**src/hdl/ecm_consts.svh**
```systemverilog
// Register offsets, field positions and reset values of the misc control registers
`ifndef ECM_CONSTS_SVH
`define ECM_CONSTS_SVH

`define ECM_OFS_BUS_ERR_CTRL    8'h14
`define ECM_OFS_IRQ_VEC_CTRL    8'h18
`define ECM_OFS_TRACE_EN        8'h1C
`define ECM_OFS_DEBUG_EN        8'h20
`define ECM_OFS_DBG_STATUS      8'h24

`define ECM_BIT_MEM_EXC_DIS     0
`define ECM_BIT_BUS_ERR_TEST    1
`define ECM_BIT_ALT_VEC_EN      0
`define ECM_BIT_TRACE_EN        0
`define ECM_BIT_DBG_EN          0
`define ECM_BIT_PIN_CFG_LO      1
`define ECM_BIT_PULLUP_EN       3

`define ECM_RST_BUS_ERR_CTRL    2'h0
`define ECM_RST_ALT_VEC_EN      1'h1
`define ECM_RST_TRACE_EN        1'h0
`define ECM_RST_DEBUG_EN        4'h0

`endif

```
**src/hdl/ecm_pkg.sv**
```systemverilog
// Types shared by the misc control register block
package ecm_pkg;

    // Debug pin hand-over selection
    typedef enum logic [1:0] {
        ECM_PINS_FOUR_WIRE  = 2'h0,
        ECM_PINS_TWO_TRACE  = 2'h1,
        ECM_PINS_TWO_WIRE   = 2'h2,
        ECM_PINS_RESERVED   = 2'h3
    } ecm_pin_cfg_t;

    // Debug enable register content
    typedef struct packed {
        logic         pullup_en;
        ecm_pin_cfg_t pin_cfg;
        logic         dbg_en;
    } ecm_dbg_cfg_t;

    // Per-pin debug hand-over: clock, mode select, data in, data out
    typedef struct packed {
        logic tck;
        logic tms;
        logic tdi;
        logic tdo;
    } ecm_dbg_pins_t;

    // Classic Wishbone request from the master
    typedef struct packed {
        logic        cyc;
        logic        stb;
        logic        we;
        logic [3:0]  sel;
        logic [7:0]  adr;
        logic [31:0] dat;
    } ecm_wb_req_t;

endpackage

```
**src/hdl/ecm_pin_sync.sv**
```systemverilog
// Three-stage pin synchroniser with two-stage agreement filter
`timescale 1ns/100ps
`default_nettype none

module ecm_pin_sync #(
    parameter logic RESET_VAL = 1'b0
) (
    input  wire logic clk_i,
    input  wire logic rst_i,
    input  wire logic pin_i,
    output logic      level_o
);

    logic s1_q;
    logic s2_q;
    logic s3_q;

    // Stage one feeds only stage two, so metastability stays contained
    always_ff @(posedge clk_i) begin
        if (rst_i) begin
            s1_q <= RESET_VAL;
            s2_q <= RESET_VAL;
            s3_q <= RESET_VAL;
        end else begin
            s1_q <= pin_i;
            s2_q <= s1_q;
            s3_q <= s2_q;
        end
    end

    // Level changes only once stages two and three agree
    always_ff @(posedge clk_i) begin
        if (rst_i) begin
            level_o <= RESET_VAL;
        end else if (s2_q == s3_q) begin
            level_o <= s3_q;
        end
    end

endmodule

`default_nettype wire

```
**src/hdl/ecm_misc_regs.sv**
```systemverilog
// Misc embedded-controller control registers with classic Wishbone slave
//
// Overview of operation
// - Bit 0 of error control, when 1, suppresses processor memory-error exceptions; resets 0.
// - Alternate-vector enable, bit 0 of interrupt control, gives dedicated vectors; resets 1.
// - Trace enable bit forces trace pins to trace functions; 0 disables; resets 0.
// - Pull-up enable bit turns on debug pull-ups while debug enabled and reset pin high.
// - Pull-ups apply only to pins the pin configuration field selects.
// - Pin configuration 0 hands all four test pins to debug on high test-reset.
// - Pin configuration 1 hands clock, mode select and data-out; data-in stays GPIO.
// - Pin configuration 2 hands clock and mode select only; data pins stay GPIO.
// - Debug enable 1 lets a high test-reset enable the port, mode by two-wire select.
// - Debug enable 0 ignores test-reset and keeps all test pins in normal function.
// - System reset returns every register and all logic to defaults.
// - Register reads and writes still complete while the block is asleep.
`timescale 1ns/100ps
`default_nettype none
`include "ecm_consts.svh"

module ecm_misc_regs #(
    parameter int ADDR_W = 8
) (
    input  wire logic                  clk_i,
    input  wire logic                  rst_i,
    // Classic Wishbone slave
    input  wire logic                  wb_cyc_i,
    input  wire logic                  wb_stb_i,
    input  wire logic                  wb_we_i,
    input  wire logic [3:0]            wb_sel_i,
    input  wire logic [ADDR_W-1:0]     wb_adr_i,
    input  wire logic [31:0]           wb_dat_i,
    output logic [31:0]                wb_dat_o,
    output logic                       wb_ack_o,
    output logic                       wb_err_o,
    // Power control sleep request, test-reset pin and two-wire select
    input  wire logic                  sleep_req_i,
    input  wire logic                  test_rst_pin_i,
    input  wire logic                  two_wire_sel_i,
    // Controls to the rest of the subsystem
    output logic                       mem_exc_disable_o,
    output logic                       alt_vector_enable_o,
    output logic                       trace_port_enable_o,
    output logic                       debug_port_active_o,
    output logic                       debug_two_wire_o,
    output ecm_pkg::ecm_dbg_pins_t     debug_pin_sel_o,
    output ecm_pkg::ecm_dbg_pins_t     debug_pullup_o
);
    import ecm_pkg::*;

    // Elaboration check: the status word at the top offset needs six address bits
    if (ADDR_W < 6 || ADDR_W > 8) begin : g_bad_addr_w
        $error("ADDR_W must lie between 6 and 8");
    end

    //------------------------------------------------------------------
    // Registers
    //------------------------------------------------------------------
    logic [1:0]    bus_err_ctrl_q;
    logic          alt_vec_en_q;
    logic          trace_en_q;
    ecm_dbg_cfg_t  dbg_cfg_q;
    logic          ack_q;
    logic          err_q;
    logic [31:0]   rdata_q;
    logic          test_rst_lvl;
    ecm_dbg_pins_t pin_sel_d;

    //------------------------------------------------------------------
    // Bus decode
    //------------------------------------------------------------------

    // Word offset compare, used for both write and read decode
    function automatic logic hit(input logic [ADDR_W-1:0] a, input logic [7:0] ofs);
        hit = (8'(a) & 8'hFC) == ofs;
    endfunction

    logic req;
    logic wr;
    logic mapped;
    // New request only when no answer is in flight; sleep is not consulted
    assign req    = wb_cyc_i && wb_stb_i && !ack_q && !err_q;
    assign wr     = req && wb_we_i && wb_sel_i[0];
    assign mapped = hit(wb_adr_i, `ECM_OFS_BUS_ERR_CTRL) || hit(wb_adr_i, `ECM_OFS_IRQ_VEC_CTRL)
                 || hit(wb_adr_i, `ECM_OFS_TRACE_EN) || hit(wb_adr_i, `ECM_OFS_DEBUG_EN)
                 || hit(wb_adr_i, `ECM_OFS_DBG_STATUS);

    // One-cycle answer; unmapped addresses get err instead of ack
    always_ff @(posedge clk_i) begin
        if (rst_i) begin
            ack_q <= 1'b0;
            err_q <= 1'b0;
        end else begin
            ack_q <= req && mapped;
            err_q <= req && !mapped;
        end
    end

    assign wb_ack_o = ack_q;
    assign wb_err_o = err_q;

    //------------------------------------------------------------------
    // Write side: every field only in byte lane 0
    //------------------------------------------------------------------

    // Error control: memory-exception disable and a spare test bit
    always_ff @(posedge clk_i) begin
        if (rst_i) begin
            bus_err_ctrl_q <= `ECM_RST_BUS_ERR_CTRL;
        end else if (wr && hit(wb_adr_i, `ECM_OFS_BUS_ERR_CTRL)) begin
            bus_err_ctrl_q <= wb_dat_i[1:0];
        end
    end

    // Alternate vector enable, on after reset
    always_ff @(posedge clk_i) begin
        if (rst_i) begin
            alt_vec_en_q <= `ECM_RST_ALT_VEC_EN;
        end else if (wr && hit(wb_adr_i, `ECM_OFS_IRQ_VEC_CTRL)) begin
            alt_vec_en_q <= wb_dat_i[`ECM_BIT_ALT_VEC_EN];
        end
    end

    // Trace port enable
    always_ff @(posedge clk_i) begin
        if (rst_i) begin
            trace_en_q <= `ECM_RST_TRACE_EN;
        end else if (wr && hit(wb_adr_i, `ECM_OFS_TRACE_EN)) begin
            trace_en_q <= wb_dat_i[`ECM_BIT_TRACE_EN];
        end
    end

    // Debug configuration; reserved code 3 is stored but hands over nothing
    always_ff @(posedge clk_i) begin
        if (rst_i) begin
            dbg_cfg_q <= `ECM_RST_DEBUG_EN;
        end else if (wr && hit(wb_adr_i, `ECM_OFS_DEBUG_EN)) begin
            dbg_cfg_q <= wb_dat_i[3:0];
        end
    end

    //------------------------------------------------------------------
    // Read side
    //------------------------------------------------------------------

    // Read data registered with the ack; reserved bits return zero
    always_ff @(posedge clk_i) begin
        if (rst_i) begin
            rdata_q <= 32'h0000_0000;
        end else if (req) begin
            rdata_q <= 32'h0000_0000;
            if (hit(wb_adr_i, `ECM_OFS_BUS_ERR_CTRL)) begin
                rdata_q[1:0] <= bus_err_ctrl_q;
            end else if (hit(wb_adr_i, `ECM_OFS_IRQ_VEC_CTRL)) begin
                rdata_q[0] <= alt_vec_en_q;
            end else if (hit(wb_adr_i, `ECM_OFS_TRACE_EN)) begin
                rdata_q[0] <= trace_en_q;
            end else if (hit(wb_adr_i, `ECM_OFS_DEBUG_EN)) begin
                rdata_q[3:0] <= dbg_cfg_q;
            end else if (hit(wb_adr_i, `ECM_OFS_DBG_STATUS)) begin
                rdata_q[5:0] <= {sleep_req_i, test_rst_lvl, debug_port_active_o, pin_sel_d[3:1]};
            end
        end
    end

    assign wb_dat_o = rdata_q;

    //------------------------------------------------------------------
    // Debug pin hand-over
    //------------------------------------------------------------------

    // Test-reset arrives from a pin, so it is filtered into this domain
    ecm_pin_sync #(
        .RESET_VAL (1'b0)
    ) u_test_rst_sync (
        .clk_i   (clk_i),
        .rst_i   (rst_i),
        .pin_i   (test_rst_pin_i),
        .level_o (test_rst_lvl)
    );

    // Pin selection by configuration field
    always_comb begin
        pin_sel_d = '0;
        unique case (dbg_cfg_q.pin_cfg)
            ECM_PINS_FOUR_WIRE: pin_sel_d = 4'b1111;
            ECM_PINS_TWO_TRACE: pin_sel_d = 4'b1101;
            ECM_PINS_TWO_WIRE:  pin_sel_d = 4'b1100;
            ECM_PINS_RESERVED:  pin_sel_d = 4'b0000;
        endcase
    end

    logic dbg_active_q;
    // Pin is ignored entirely while debug is disabled
    always_ff @(posedge clk_i) begin
        if (rst_i) begin
            dbg_active_q <= 1'b0;
        end else begin
            dbg_active_q <= dbg_cfg_q.dbg_en && test_rst_lvl;
        end
    end

    // Outputs registered so they stay glitch free toward the pad mux
    always_ff @(posedge clk_i) begin
        if (rst_i) begin
            debug_pin_sel_o <= '0;
            debug_pullup_o  <= '0;
        end else begin
            debug_pin_sel_o <= (dbg_cfg_q.dbg_en && test_rst_lvl) ? pin_sel_d : '0;
            debug_pullup_o  <= (dbg_cfg_q.dbg_en && test_rst_lvl && dbg_cfg_q.pullup_en)
                             ? pin_sel_d : '0;
        end
    end

    assign debug_port_active_o = dbg_active_q;
    assign debug_two_wire_o    = dbg_active_q && two_wire_sel_i;
    assign mem_exc_disable_o   = bus_err_ctrl_q[`ECM_BIT_MEM_EXC_DIS];
    assign alt_vector_enable_o = alt_vec_en_q;
    assign trace_port_enable_o = trace_en_q;
endmodule

`default_nettype wire

```
**config.mk**
```make
export PLATFORM = sky130hd
export DESIGN_NAME = ecm_misc_regs
export DESIGN_NICKNAME = d
export VERILOG_FILES = /design/src/hdl/ecm_pkg.sv /design/src/hdl/ecm_pin_sync.sv /design/src/hdl/ecm_misc_regs.sv
export VERILOG_INCLUDE_DIRS = /design/src /design/src/hdl
export SDC_FILE = /design/constraint.sdc
export NUM_CORES = 1
export LEC_CHECK = 0
export BUFFER_PORTS_ARGS = -buffer_cell sky130_fd_sc_hd__buf_2
export CAP_MARGIN = 40
export CORE_UTILIZATION = 39
export CTS_CLUSTER_SIZE = 30
export DETAILED_ROUTE_END_ITERATION = 12
export HOLD_SLACK_MARGIN = 0.06
export PLACE_DENSITY = 0.8
export SLEW_MARGIN = 20
export SYNTH_ARGS = -nofsm -noshare
export SYNTH_HDL_FRONTEND = slang
export SYNTH_SLANG_ARGS = --single-unit
```
**constraint.sdc**
```tcl
create_clock -name clk_i -period 1.8 [get_ports clk_i]
set_input_delay 0 -clock clk_i [delete_from_list [all_inputs] [get_ports clk_i]]
set_output_delay 0 -clock clk_i [all_outputs]
set_load 0.05 [all_outputs]
```
# ---- Word level (Yosys, flattened, before mapping)
# Index checks and enable logic that the tools add are counted.
dict set report word_totals {
  ff_bits 29
  in_bits 52
  output_inout_bits 47
  word_cells 67
}
dict set report op_classes {
  n_eq_ne 9
  muxes 10
  bitwise_logic 2
  n_reduce_logical 24
}
# op n
set op_table {}
lappend op_table {{$eq A6 B3 Y1 const B} 3}
lappend op_table {{$pmux W4 S4} 1}
lappend op_table {{$logic_and A1 B1 Y1} 14}
lappend op_table {{$eq A6 B4 Y1 const B} 2}
lappend op_table {{$mux W5} 2}
lappend op_table {{$mux W4} 2}
lappend op_table {{$mux W6} 1}
lappend op_table {{$eq A2 B2 Y1 const B} 2}
lappend op_table {{$logic_or A1 B1 Y1} 4}
lappend op_table {{$mux W2} 2}
lappend op_table {{$reduce_or A2 Y1} 2}
lappend op_table {{$logic_not A1 Y1} 3}
lappend op_table {{$eq A2 B1 Y1 const B} 1}
lappend op_table {{$logic_not A2 Y1} 1}
lappend op_table {{$mux W1} 2}
lappend op_table {{$not A1 Y1} 2}
lappend op_table {{$eq A1 B1 Y1} 1}

# ---- Logic depth before layout (Yosys ltp)
# Gate-level depths: netlist of the first run.
dict set report depth {
  depth_word 7
  ltp_mapped 5
  depth_no_buf 4
}

# ---- Modules after synthesis
# From an unflattened synthesis of the first run, not the netlist that was laid out.
dict set report hier_totals {
  cells_unflattened 142
  area_unflattened_um2 1291.2
}
# module instances cells_each area_each_um2 seq_area_each_um2
set by_module_without_submodules {}
lappend by_module_without_submodules {ecm_misc_regs 1 132 1178.6 460.4}
lappend by_module_without_submodules {ecm_pin_sync 1 10 112.6 80.1}

# ---- Least setup slack after synthesis of the first run
# No wires, ideal clock.
dict set report synth_path {
  kind {register to register}
  start {reg err_q (netlist: wb_err_o)}
  end {reg rdata_q[0] (netlist: wb_dat_o[0])}
  setup_ps 134
  arrival_ps 1568
  t_required_ps 1666
  slack_ps 98
  stages_incl_launch_ff 6
  n_path_buf 1
  synth_period_minus_slack_ps 1702
  path_cell_list {dfxtp_1 > nand4bb_1 > clkbuf_1 > or4_1 > o21ai_0 > a211oi_1}
}
dict set report synth_via {
  elab_chain_len 2
}
# element line_no
set synth_rtl {}
lappend synth_rtl {{start: declaration} ecm_misc_regs.sv:63} ;# logic err_q;
lappend synth_rtl {{start signal: assignment} ecm_misc_regs.sv:94} ;# err_q <= req && !mapped;
lappend synth_rtl {{$logic_not A1 Y1} ecm_misc_regs.sv:81} ;# assign req = wb_cyc_i && wb_stb_i && !ack_q && !err_q;
lappend synth_rtl {{$logic_and A1 B1 Y1} ecm_misc_regs.sv:81}
lappend synth_rtl {{end signal: assignment} ecm_misc_regs.sv:152} ;# rdata_q[1:0] <= bus_err_ctrl_q;
lappend synth_rtl {{end signal: assignment} ecm_misc_regs.sv:154} ;# rdata_q[0] <= alt_vec_en_q;
lappend synth_rtl {{end signal: assignment} ecm_misc_regs.sv:156} ;# rdata_q[0] <= trace_en_q;
lappend synth_rtl {{end: declaration} ecm_misc_regs.sv:64} ;# logic [31:0] rdata_q;
# No other way between the ends.
# A chain may end at the register's enable or synchronous reset.

# ---- Worst setup path in the final report of the first run
dict set report layout_path {
  start {reg ack_q (netlist: wb_ack_o)}
  end {reg dbg_cfg_q[0] in the netlist's numbering}
}
dict set report layout_via {
  elab_chain_len 6
}
# element line_no
set layout_rtl {}
lappend layout_rtl {{start: declaration} ecm_misc_regs.sv:62} ;# logic ack_q;
lappend layout_rtl {{start signal: assignment} ecm_misc_regs.sv:93} ;# ack_q <= req && mapped;
lappend layout_rtl {{$logic_not A1 Y1} ecm_misc_regs.sv:81}
lappend layout_rtl {{$logic_and A1 B1 Y1 (2 in a row)} ecm_misc_regs.sv:81}
lappend layout_rtl {{$logic_and A1 B1 Y1 (2 in a row)} ecm_misc_regs.sv:82} ;# assign wr = req && wb_we_i && wb_sel_i[0];
lappend layout_rtl {{$logic_and A1 B1 Y1} ecm_misc_regs.sv:136} ;# end else if (wr && hit(wb_adr_i, `ECM_OFS_DEBUG_EN)) begin
lappend layout_rtl {{end signal: assignment} ecm_misc_regs.sv:135} ;# dbg_cfg_q <= `ECM_RST_DEBUG_EN;
lappend layout_rtl {{end signal: assignment} ecm_misc_regs.sv:137} ;# dbg_cfg_q <= wb_dat_i[3:0];
lappend layout_rtl {{end: declaration} ecm_misc_regs.sv:61} ;# ecm_dbg_cfg_t dbg_cfg_q;
# No other way between the ends.

==> results of run 1 <==
[state kept, by name, summed over array words and instances, names as in the netlist]
register                 flops
wb_ack_o                     1
bus_err_ctrl_q               2
debug_pullup_o               3
debug_pin_sel_o              3
u_test_rst_sync.s3_q         1
debug_port_active_o          1
u_test_rst_sync.s1_q         1
wb_dat_o                     6
u_test_rst_sync.s2_q         1
trace_port_enable_o          1
u_test_rst_sync.level_o      1
dbg_cfg_q                    4
wb_err_o                     1
alt_vector_enable_o          1
[kinds of logic after synthesis]
kind of cell	Yosys count
DFF	27
buffers and inverters	37
AOI/OAI and AO/OA	17
other	1
muxes	10
and+or+nand+nor	52
[repair_timing]
action / 4_1_cts / 5_1_grt
hold endpoints to repair: 11 / 0
gates resized for setup: 0 / 0
hold buffers: 8 / 0
[Yosys cell counts, types with 4 or more instances]
| cell | number | area [um2] |
|---|---|---|
| buf_4 | 28 | 210 |
| dfxtp_1 | 27 | 541 |
| nor2_1 | 15 | 56.3 |
| a21oi_1 | 8 | 40.0 |
| mux2i_1 | 8 | 80.1 |
| clkbuf_1 | 6 | 22.5 |
| nand2_1 | 6 | 22.5 |
| and2_1 | 5 | 31.3 |
| nand4_1 | 5 | 31.3 |
| nor2b_1 | 4 | 25.0 |
| nor3_1 | 4 | 20.0 |
[through the flow]
step / utilization [%] / hold slack (ps) / power [mW]
after detailed placement: 45.7 / 218 / 0.825
after CTS: 49.1 / 68.3 / 1.09
after global routing: 49.1 / 92.8 / 1.13
after floorplan: - / 71.6 / 0.830
after global placement: 45.7 / 228 / 0.825
final: 49.1 / 83.8 / 1.07
[layout make-up]
class                      count  area (um2)  share of cell area, %
inverter                       2        7.51                  0.489
tap                           44        55.1                   3.58
timing repair buffer          49         290                   18.9
clock buffer                   3        22.5                   1.47
multi-input combinational    105         616                   40.1
sequential                    27         541                   35.2
clock inverter                 1        5.00                  0.326
[worst reg2reg max path, cell delays in order (launching register included)]
cell and delay (ps):
dfxtp_1 340, nor4bb_1 530, nand4_1 380, mux2i_1 240, nor2_1 50
[metal layers]
layer  routed length, um  up-vias
met3                 123        0
met2                1040       39
li1                    -      530
met1                1210      462
met4                   0        0
met5                   0        -
[placed cells by master, fill, tap and decap left out, types with 2 or more instances in the layout]
master / n
nand2_1: 6
buf_2: 39
clkbuf_4: 3
nor2_1: 15
mux2_2: 2
mux2i_1: 8
nor4_1: 2
and2_1: 5
buf_4: 2
dlygate4sd3_1: 8
conb_1: 26
nor3_1: 4
nor2b_1: 4
inv_1: 2
nand3_1: 2
a211oi_1: 2
nand4_1: 5
nand3b_1: 2
dfxtp_1: 27
o21ai_0: 2
a21oi_1: 8
[worst max path at each step]
stage               cells after the start      endpoint  slack, ps      from
floorplan                               5   wb_dat_o[0]        100  wb_err_o
global placement                        4  dbg_cfg_q[2]        210  wb_ack_o
detailed placement                      4  dbg_cfg_q[0]        180  wb_ack_o
CTS                                     4  dbg_cfg_q[0]        160  wb_ack_o
global route                            4  dbg_cfg_q[1]         20  wb_ack_o
finish                                  4  dbg_cfg_q[0]        150  wb_ack_o
[power groups by stage]
| stage | Combinational (mW) | Clock [mW] | Sequential (mW) |
|---|---|---|---|
| floorplan | 0.202 | 0 | 0.628 |
| global placement | 0.206 | 0 | 0.619 |
| detailed placement | 0.206 | 0 | 0.619 |
| CTS | 0.219 | 0.260 | 0.606 |
| global route | 0.235 | 0.286 | 0.607 |
| finish | 0.220 | 0.248 | 0.606 |
==> results.py, run 1 <==
metrics = {
    "status": {
        "status": "complete, no violations",
    },
    "clock_network": {
        "cts_tree": "done",
        "clk_latency_ps": 310,
        "post-cts-setup-buffers": 0,
        "cts_buffers": 3,
        "path_clk_slew_ps": 140,
        "cts_sinks": 27,
        "cts_htree_levels": 1,
        "cts_buffer_depth": 2,
        "root_buffer": "clkbuf_4",
    },
    "worst_setup_path": {
        "path_delay_family": "simple AND/OR/NAND/NOR gates",
        "worstReg2RegEnd": "dbg_cfg_q[0]",
        "r2r_start": "wb_ack_o",
        "r2r_slack_ps": 150,
        "reg2regPathDepth": 4,
        "critPathLaunchType": "register",
        "crit_chain": "nor4bb_1 > nand4_1 > mux2i_1 > nor2_1",
        "end_kind": "register",
        "critPathKind": "reg -> reg",
        "cp_slowest_cell": "nor4bb_1",
        "path_buf_inv": 0,
        "cp_max_fo": 4,
        "crit_required_ps": 2010,
        "crit_path_max_incr_delay_ps": 530,
        "arrival_ps": 1860,
    },
    "logic_synthesis": {
        "synth.mux.area_fraction_pct": 7.85,
        "synth_flop_cell": "dfxtp_1",
        "synthSimpleGateAreaFrac_pct": 23.8,
        "synth_top_family_by_area": "simple AND/OR/NAND/NOR gates",
        "syn_area_per_cell_um2": 9.08,
        "synth_fa_ha_area_share_pct": 0,
        "post_synth_instance_area_mm2": 0.00131,
        "seq_area_frac_synth_pct": 41.3,
        "syn_inst": 144,
        "post_synth_num_cell_types": 32,
        "synth-edff-count": 0,
        "synth-xor-area-share_pct": 0,
        "synth.ff_latch_count": 27,
        "async_reset_ff_share_pct": 0,
        "synth-compound-area-share_pct": 7.94,
        "yosysWarningCount": 0,
    },
    "global_route": {
        "grtUsageMet3_pct": 2.60,
        "use_met2_pct": 21.9,
        "grt_most_used_layer": "met2",
        "antenna_found_initial": 0,
        "grt_pass1_wl_mm": 3.85,
        "grt_overflow": 0,
        "grt_usage_pct": 14.3,
        "grt_pass1_vias": 897,
        "met1_usage_pct": 20.3,
        "grt_max_degree": 23,
    },
    "place": {
        "port_buffers": 39,
        "hpwl_mm": 1.86,
        "preCtsSetupSlack_ps": 178,
        "gp_congestion": 0.832,
        "dp_cells": 219,
        "dpl_cell_area_mm2": 0.00143,
    },
    "timing": {
        "setup_viol": 0,
        "period_minus_slack_ps": 1650,
        "slew_headroom_pct": 60.7,
        "finClkSkew_ps": 8.53,
        "fmax_ghz": 0.607,
        "setup_slack_ps": 151,
        "hold_viol_final": 0,
        "slew_violations": 0,
        "final.period_utilization_pct": 91.6,
        "tns_ps": 0,
        "rsz0062_at_grt": "no",
        "tightest_slew_ps": 588,
    },
    "drt": {
        "dr_total_vias": 1031,
        "drc": 0,
        "drt_iter0_markers": 24,
        "avgViaCountPerCell": 4.46,
        "wl_per_cell_um": 10.3,
        "drt_pass1_iterations": 4,
        "wirelength_mm": 2.38,
        "ant_nets": 0,
    },
    "die": {
        "die_x_um": 59.9,
        "io-pin-count": 99,
        "core_area_mm2": 0.00313,
        "rows": 20,
        "start_util_pct": 41.8,
        "dieHeight_um": 59.9,
        "die_area_mm2": 0.00359,
    },
    "pwr": {
        "clock_power_share_pct": 23.1,
        "switchingPower_mw": 0.341,
        "p_seq_share_pct": 56.4,
        "irDropWorstVdd_uv": 238,
        "sw_frac_of_total_pct": 31.7,
        "p_per_area_mw_per_mm2": 699,
        "power.leakage_nw": 0.728,
        "internal_power_mw": 0.733,
        "comb_power_share_pct": 20.5,
    },
    "min_path": {
        "worstHoldEndpoint": "wb_dat_o[5]",
        "hold_path_depth": 3,
        "hold_start": "wb_adr_i[2]",
        "hold_class": "in -> reg",
    },
    "finish": {
        "fillers": 325,
        "diodes": 0,
        "drive_gt1_share_pct": 26.7,
        "layout.cells.non_filler": 231,
        "finalNetCount": 240,
        "syn_to_final_growth_pct": 17.5,
        "final_area_mm2": 0.00154,
    },
    "flow_run": {
        "cap_violations": 0,
    },
}
Note: power is estimated with default switching activity, not from simulation.
==> run 2: changes to the inputs <==
--- a/config.mk
+++ b/config.mk
@@ -8,11 +8,12 @@
 export LEC_CHECK = 0
 export BUFFER_PORTS_ARGS = -buffer_cell sky130_fd_sc_hd__buf_2
 export CAP_MARGIN = 40
-export CORE_UTILIZATION = 39
+export CORE_UTILIZATION = 42
+export CTS_CLUSTER_DIAMETER = 150
 export CTS_CLUSTER_SIZE = 30
 export DETAILED_ROUTE_END_ITERATION = 12
 export HOLD_SLACK_MARGIN = 0.06
-export PLACE_DENSITY = 0.8
+export PLACE_DENSITY = 0.85
 export SLEW_MARGIN = 20
 export SYNTH_ARGS = -nofsm -noshare
 export SYNTH_HDL_FRONTEND = slang
==> constraint.sdc (replaced) <==
create_clock -name clk_i -period 2 [get_ports clk_i]
set_input_delay 0 -clock clk_i [delete_from_list [all_inputs] [get_ports clk_i]]
set_output_delay 0 -clock clk_i [all_outputs]
set_load 0.05 [all_outputs]
==> run 2 against run 1 <==
Against the previous run: the flow now finishes with violations (design-rule violations); die area decreased by 6.9%; clock skew up 7.1 ps; sequential share of layout area rose by 0.55 points; sequential power shrank 9.9%; core utilization grew 3.9 points; clock power fell by 3%.
==> results.py, run 2 (same netlist as run 1, synthesis figures left out) <==
metrics = {
    "min_path": {
        "hold_class": "in -> reg",
        "hold_start": "wb_adr_i[2]",
    },
    "worst_setup_path": {
        "crit_chain": "nor4bb_1 > nand4_1 > mux2i_1 > nor2_1",
        "path_buf_inv": 0,
        "crit_required_ps": 2230,
        "startpoint": "wb_ack_o",
        "cp_slowest_cell": "nor4bb_1",
        "r2r_start": "wb_ack_o",
        "arrival_ps": 1870,
        "end_kind": "register",
        "critPathKind": "reg -> reg",
        "crit_path_max_incr_delay_ps": 510,
        "cp_max_fo": 4,
        "critPathLaunchType": "register",
        "path_delay_family": "simple AND/OR/NAND/NOR gates",
    },
    "timing": {
        "finClkSkew_ps": 15.7,
        "slew_headroom_pct": 63.3,
        "setup_slack_ps": 363,
        "final.period_utilization_pct": 81.9,
        "slew_violations": 0,
        "hold_viol_final": 0,
        "tns_ps": 0,
        "fmax_ghz": 0.611,
        "tightest_slew_ps": 543,
        "setup_viol": 0,
        "rsz0062_at_grt": "no",
        "period_minus_slack_ps": 1640,
        "fin_hold_ws_ps": 64.4,
    },
    "drt": {
        "ant_nets": 0,
        "avgViaCountPerCell": 4.90,
        "drc": 6,
        "wirelength_mm": 2.52,
        "dr_total_vias": 1063,
        "drt_iter0_markers": 30,
        "wl_per_cell_um": 11.6,
        "drt_pass1_iterations": 10,
    },
    "clock_network": {
        "cts_sinks": 27,
        "cts_buffers": 3,
        "cts_buffer_depth": 2,
        "cts_tree": "done",
        "clk_latency_ps": 330,
        "root_buffer": "clkbuf_4",
        "cts_htree_levels": 1,
        "path_clk_slew_ps": 160,
        "post-cts-setup-buffers": 0,
    },
    "place": {
        "port_buffers": 39,
        "gp_congestion": 0.885,
        "dp_cells": 206,
        "hpwl_mm": 1.86,
        "preCtsSetupSlack_ps": 382,
        "dpl_cell_area_mm2": 0.00141,
    },
    "status": {
        "status": "finished, violations left",
        "violations": "design-rule violations",
    },
    "die": {
        "die_x_um": 57.8,
        "core_area_mm2": 0.00285,
        "start_util_pct": 45.8,
        "rows": 19,
        "io-pin-count": 99,
        "dieHeight_um": 57.8,
        "die_area_mm2": 0.00334,
    },
    "pwr": {
        "sw_frac_of_total_pct": 32.9,
        "internal_power_mw": 0.661,
        "power.leakage_nw": 0.720,
        "power_mw": 0.985,
        "comb_power_share_pct": 20.2,
        "p_per_area_mw_per_mm2": 651,
        "clock_power_share_pct": 24.4,
        "switchingPower_mw": 0.324,
        "irDropWorstVdd_uv": 340,
        "p_seq_share_pct": 55.4,
    },
    "finish": {
        "seqCellArea_um2": 541,
        "layout_commonest_cell": "buf_2",
        "layout.cells.non_filler": 217,
        "syn_to_final_growth_pct": 15.7,
        "fillers": 279,
        "final_area_mm2": 0.00151,
        "final_util_pct": 53.0,
        "finalNetCount": 239,
        "final_cell_mix": "buf_2 (39), dfxtp_1 (27), conb_1 (26)",
        "diodes": 0,
        "largest_register_ffs": 6,
        "drive_gt1_share_pct": 26.9,
        "multi_input_area_um2": 616,
    },
    "flow_run": {
        "cap_violations": 0,
    },
    "global_route": {
        "grt_usage_pct": 15.5,
        "antenna_found_initial": 0,
        "grt_max_degree": 23,
        "grt_pass1_wl_mm": 4.04,
        "grt_pass1_vias": 908,
        "grt_overflow": 0,
    },
}
==> run 2: cell types whose count changed in the layout (fill, tap and decap cells not counted) <==
cell,before,now
clkinv_2,1,0
clkinvlp_4,0,1
dlygate4sd3_1,8,7
==> run 2: timing repair <==
| item | in CTS | in global routing |
|---|---|---|
| endpoints found under the hold margin | 10 | 0 |
| hold buffers | 7 | 0 |
| resized for setup | 0 | 0 |
==> run 2: path summary, 6_finish.rpt <==
path | end | slack, ps | cells after the start
worst max-delay path | dbg_cfg_q[0] | 360 | 4
worst min register to register | u_test_rst_sync.s2_q | 460 | 1
worst min-delay path | wb_dat_o[5] | 60 | 3
worst max register to register | dbg_cfg_q[0] | 360 | 4
==> run 2: power groups by stage <==
| stage | sequential (mW) | clock [mW] | combinational, mW |
|---|---|---|---|
| 5_1_grt | 0.546 | 0.268 | 0.209 |
| 4_1_cts | 0.546 | 0.244 | 0.197 |
| 6_report | 0.546 | 0.241 | 0.199 |
| 2_1_floorplan | 0.566 | 0 | 0.182 |
| 3_3_place_gp | 0.557 | 0 | 0.185 |
| 3_5_place_dp | 0.557 | 0 | 0.186 |
==> run 2: worst min-delay path, delay by kind of cell <==
family / cells / cell delay, ps
AOI/OAI and AO/OA: 1 / 60
buffers and inverters: 1 / 190
and+or+nand+nor: 1 / 100
==> run 2: cell type report <==
type	instances	share of cell area, %
Clock inverter	1	0.496
Sequential cell	27	35.7
Clock buffer	3	1.49
Tap cell	31	2.56
Inverter	2	0.496
Multi-Input combinational cell	105	40.7
Timing Repair Buffer	48	18.5
==> run 2: routing by layer <==
layer / vias up / GRT usage [%] / part of all wire (%)
met5: - / 0 / 0
met4: 0 / 5.44 / 1.1
met3: 6 / 2.90 / 6.7
met2: 47 / 24.4 / 45
met1: 482 / 21.4 / 47
li1: 528 / - / -
==> run 3: changes to the inputs <==
--- a/config.mk
+++ b/config.mk
@@ -8,12 +8,12 @@
 export LEC_CHECK = 0
 export BUFFER_PORTS_ARGS = -buffer_cell sky130_fd_sc_hd__buf_2
 export CAP_MARGIN = 40
-export CORE_UTILIZATION = 42
+export CORE_UTILIZATION = 36
 export CTS_CLUSTER_DIAMETER = 150
 export CTS_CLUSTER_SIZE = 30
 export DETAILED_ROUTE_END_ITERATION = 12
 export HOLD_SLACK_MARGIN = 0.06
-export PLACE_DENSITY = 0.85
+export PLACE_DENSITY = 0.77
 export SLEW_MARGIN = 20
 export SYNTH_ARGS = -nofsm -noshare
 export SYNTH_HDL_FRONTEND = slang
==> constraint.sdc (replaced) <==
create_clock -name clk_i -period 1.4 [get_ports clk_i]
set_input_delay 0 -clock clk_i [delete_from_list [all_inputs] [get_ports clk_i]]
set_output_delay 0 -clock clk_i [all_outputs]
set_load 0.05 [all_outputs]
==> run 3 against run 2 <==
Against the previous run: the flow now finishes without violations; die area up 16%; clock skew is 15 ps lower; core utilization is 3.3 points lower; cell count grew 13%; first-iteration DRC count up 13%; routed wire length is 5.0% higher; global-route usage down 1.7 points; clock-buffer cell count is the same; non-clock buffer count increased by 14; sequential share of layout area down 3.5 points; largest cell class unchanged; largest power group unchanged.
==> results.py, run 3 (same netlist as run 1, synthesis figures left out) <==
metrics = {
    "status": {
        "status": "complete, no violations",
    },
    "place": {
        "gp_congestion": 0.824,
        "hpwl_mm": 1.88,
        "preCtsSetupSlack_ps": -30.4,
        "port_buffers": 39,
        "dp_cells": 226,
        "dpl_cell_area_mm2": 0.00148,
    },
    "pwr": {
        "irDropWorstVdd_uv": 399,
        "power_mw": 1.43,
        "comb_power_share_pct": 21.7,
        "sw_frac_of_total_pct": 32.4,
        "p_seq_share_pct": 54.4,
        "internal_power_mw": 0.966,
        "switchingPower_mw": 0.463,
        "power.leakage_nw": 0.808,
        "clock_power_share_pct": 23.9,
        "p_per_area_mw_per_mm2": 842,
    },
    "finish": {
        "syn_to_final_growth_pct": 29.9,
        "multi_input_area_um2": 647,
        "layout_commonest_cell": "buf_2",
        "largest_register_ffs": 6,
        "final_area_mm2": 0.00170,
        "final_util_pct": 49.7,
        "final_cell_mix": "buf_2 (39), conb_1 (26), dfxtp_1 (25)",
        "drive_gt1_share_pct": 30.0,
        "seqCellArea_um2": 548,
        "layout.cells.non_filler": 246,
        "fillers": 347,
        "finalNetCount": 253,
        "diodes": 0,
    },
    "min_path": {
        "hold_class": "in -> reg",
    },
    "clock_network": {
        "cts_buffers": 3,
        "root_buffer": "clkbuf_4",
        "clk_latency_ps": 320,
        "cts_sinks": 27,
        "cts_buffer_depth": 2,
        "cts_htree_levels": 1,
        "path_clk_slew_ps": 150,
        "cts_tree": "done",
    },
    "timing": {
        "final.period_utilization_pct": 98.3,
        "fin_hold_ws_ps": 85.2,
        "tns_ps": 0,
        "fmax_ghz": 0.727,
        "slew_violations": 0,
        "setup_viol": 0,
        "finClkSkew_ps": 1.08,
        "period_minus_slack_ps": 1380,
        "setup_slack_ps": 23.6,
        "rsz0062_at_grt": "yes",
        "hold_viol_final": 0,
    },
    "worst_setup_path": {
        "crit_required_ps": 1630,
        "arrival_ps": 1610,
        "critPathKind": "reg -> reg",
        "critPathLaunchType": "register",
        "cp_max_fo": 5,
        "end_kind": "register",
    },
    "die": {
        "dieHeight_um": 62.3,
        "rows": 21,
        "start_util_pct": 38.3,
        "core_area_mm2": 0.00342,
        "die_x_um": 62.3,
        "io-pin-count": 99,
        "die_area_mm2": 0.00388,
    },
    "global_route": {
        "grt_overflow": 0,
        "grt_pass1_vias": 948,
        "grt_pass1_wl_mm": 4.28,
        "antenna_found_initial": 0,
        "grt_max_degree": 17,
        "grt_usage_pct": 13.8,
    },
    "drt": {
        "wl_per_cell_um": 10.8,
        "drc": 0,
        "drt_pass1_iterations": 4,
        "drt_iter0_markers": 34,
        "wirelength_mm": 2.65,
        "avgViaCountPerCell": 4.52,
        "ant_nets": 0,
        "dr_total_vias": 1112,
    },
    "flow_run": {
        "cap_violations": 0,
    },
}
run 3: changes by cell type in the layout (fill, tap and decap cells not counted), sizes merged:
cell / change
buf: +6
dlygate4sd3: +8
inv: +1
clkinvlp: -1
run 3: routing by layer:
metal / part of all wire [%] / global-route usage [%]
met3: 5.1 / 2.57
met2: 50 / 23.5
met1: 44 / 16.9
met4: 0.53 / 6.10
met5: 0 / 0
run 3: power groups by stage:
stage | clock (mW) | sequential (mW) | combinational [mW]
final | 0.342 | 0.777 | 0.310
after global routing | 0.396 | 0.779 | 0.326
after CTS | 0.356 | 0.777 | 0.304
after detailed placement | 0 | 0.793 | 0.270
after global placement | 0 | 0.793 | 0.269
after floorplan | 0 | 0.805 | 0.263
run 3: cell type report:
type | count | area share, %
inverters | 2 | 0.442
clock buffers | 3 | 1.33
clock inverters | 1 | 0.368
repair buffers | 62 | 24.1
multi-input cells | 105 | 38.1
flip-flops and latches | 27 | 32.3
well taps | 46 | 3.39
run 3: critical path, stage by stage (launching register included):
cell and delay, ps:
dfxtp_4 380, nor4bb_4 260, buf_4 170, nand4_1 110
buf_6 170, mux2i_1 140, nor2_1 50
run 3: path summary, 6_finish.rpt:
path	startpoint	to	depth (start not counted)	slack [ps]
hold / removal	wb_adr_i[3]	alt_vector_enable_o	4	90
setup reg to reg	wb_ack_o	dbg_cfg_q[2]	6	20
setup / recovery	wb_ack_o	dbg_cfg_q[2]	6	20
hold reg to reg	wb_dat_o[5]	wb_dat_o[5]	2	460
run 3: repair_timing:
action / in CTS / in global routing
endpoints found under the setup margin: 7 / 8
hold buffers: 14 / 1
buffers inserted: 0 / 1
pin swaps: 2 / 2
hold endpoints to repair: 11 / 5
resized for setup: 4 / 0
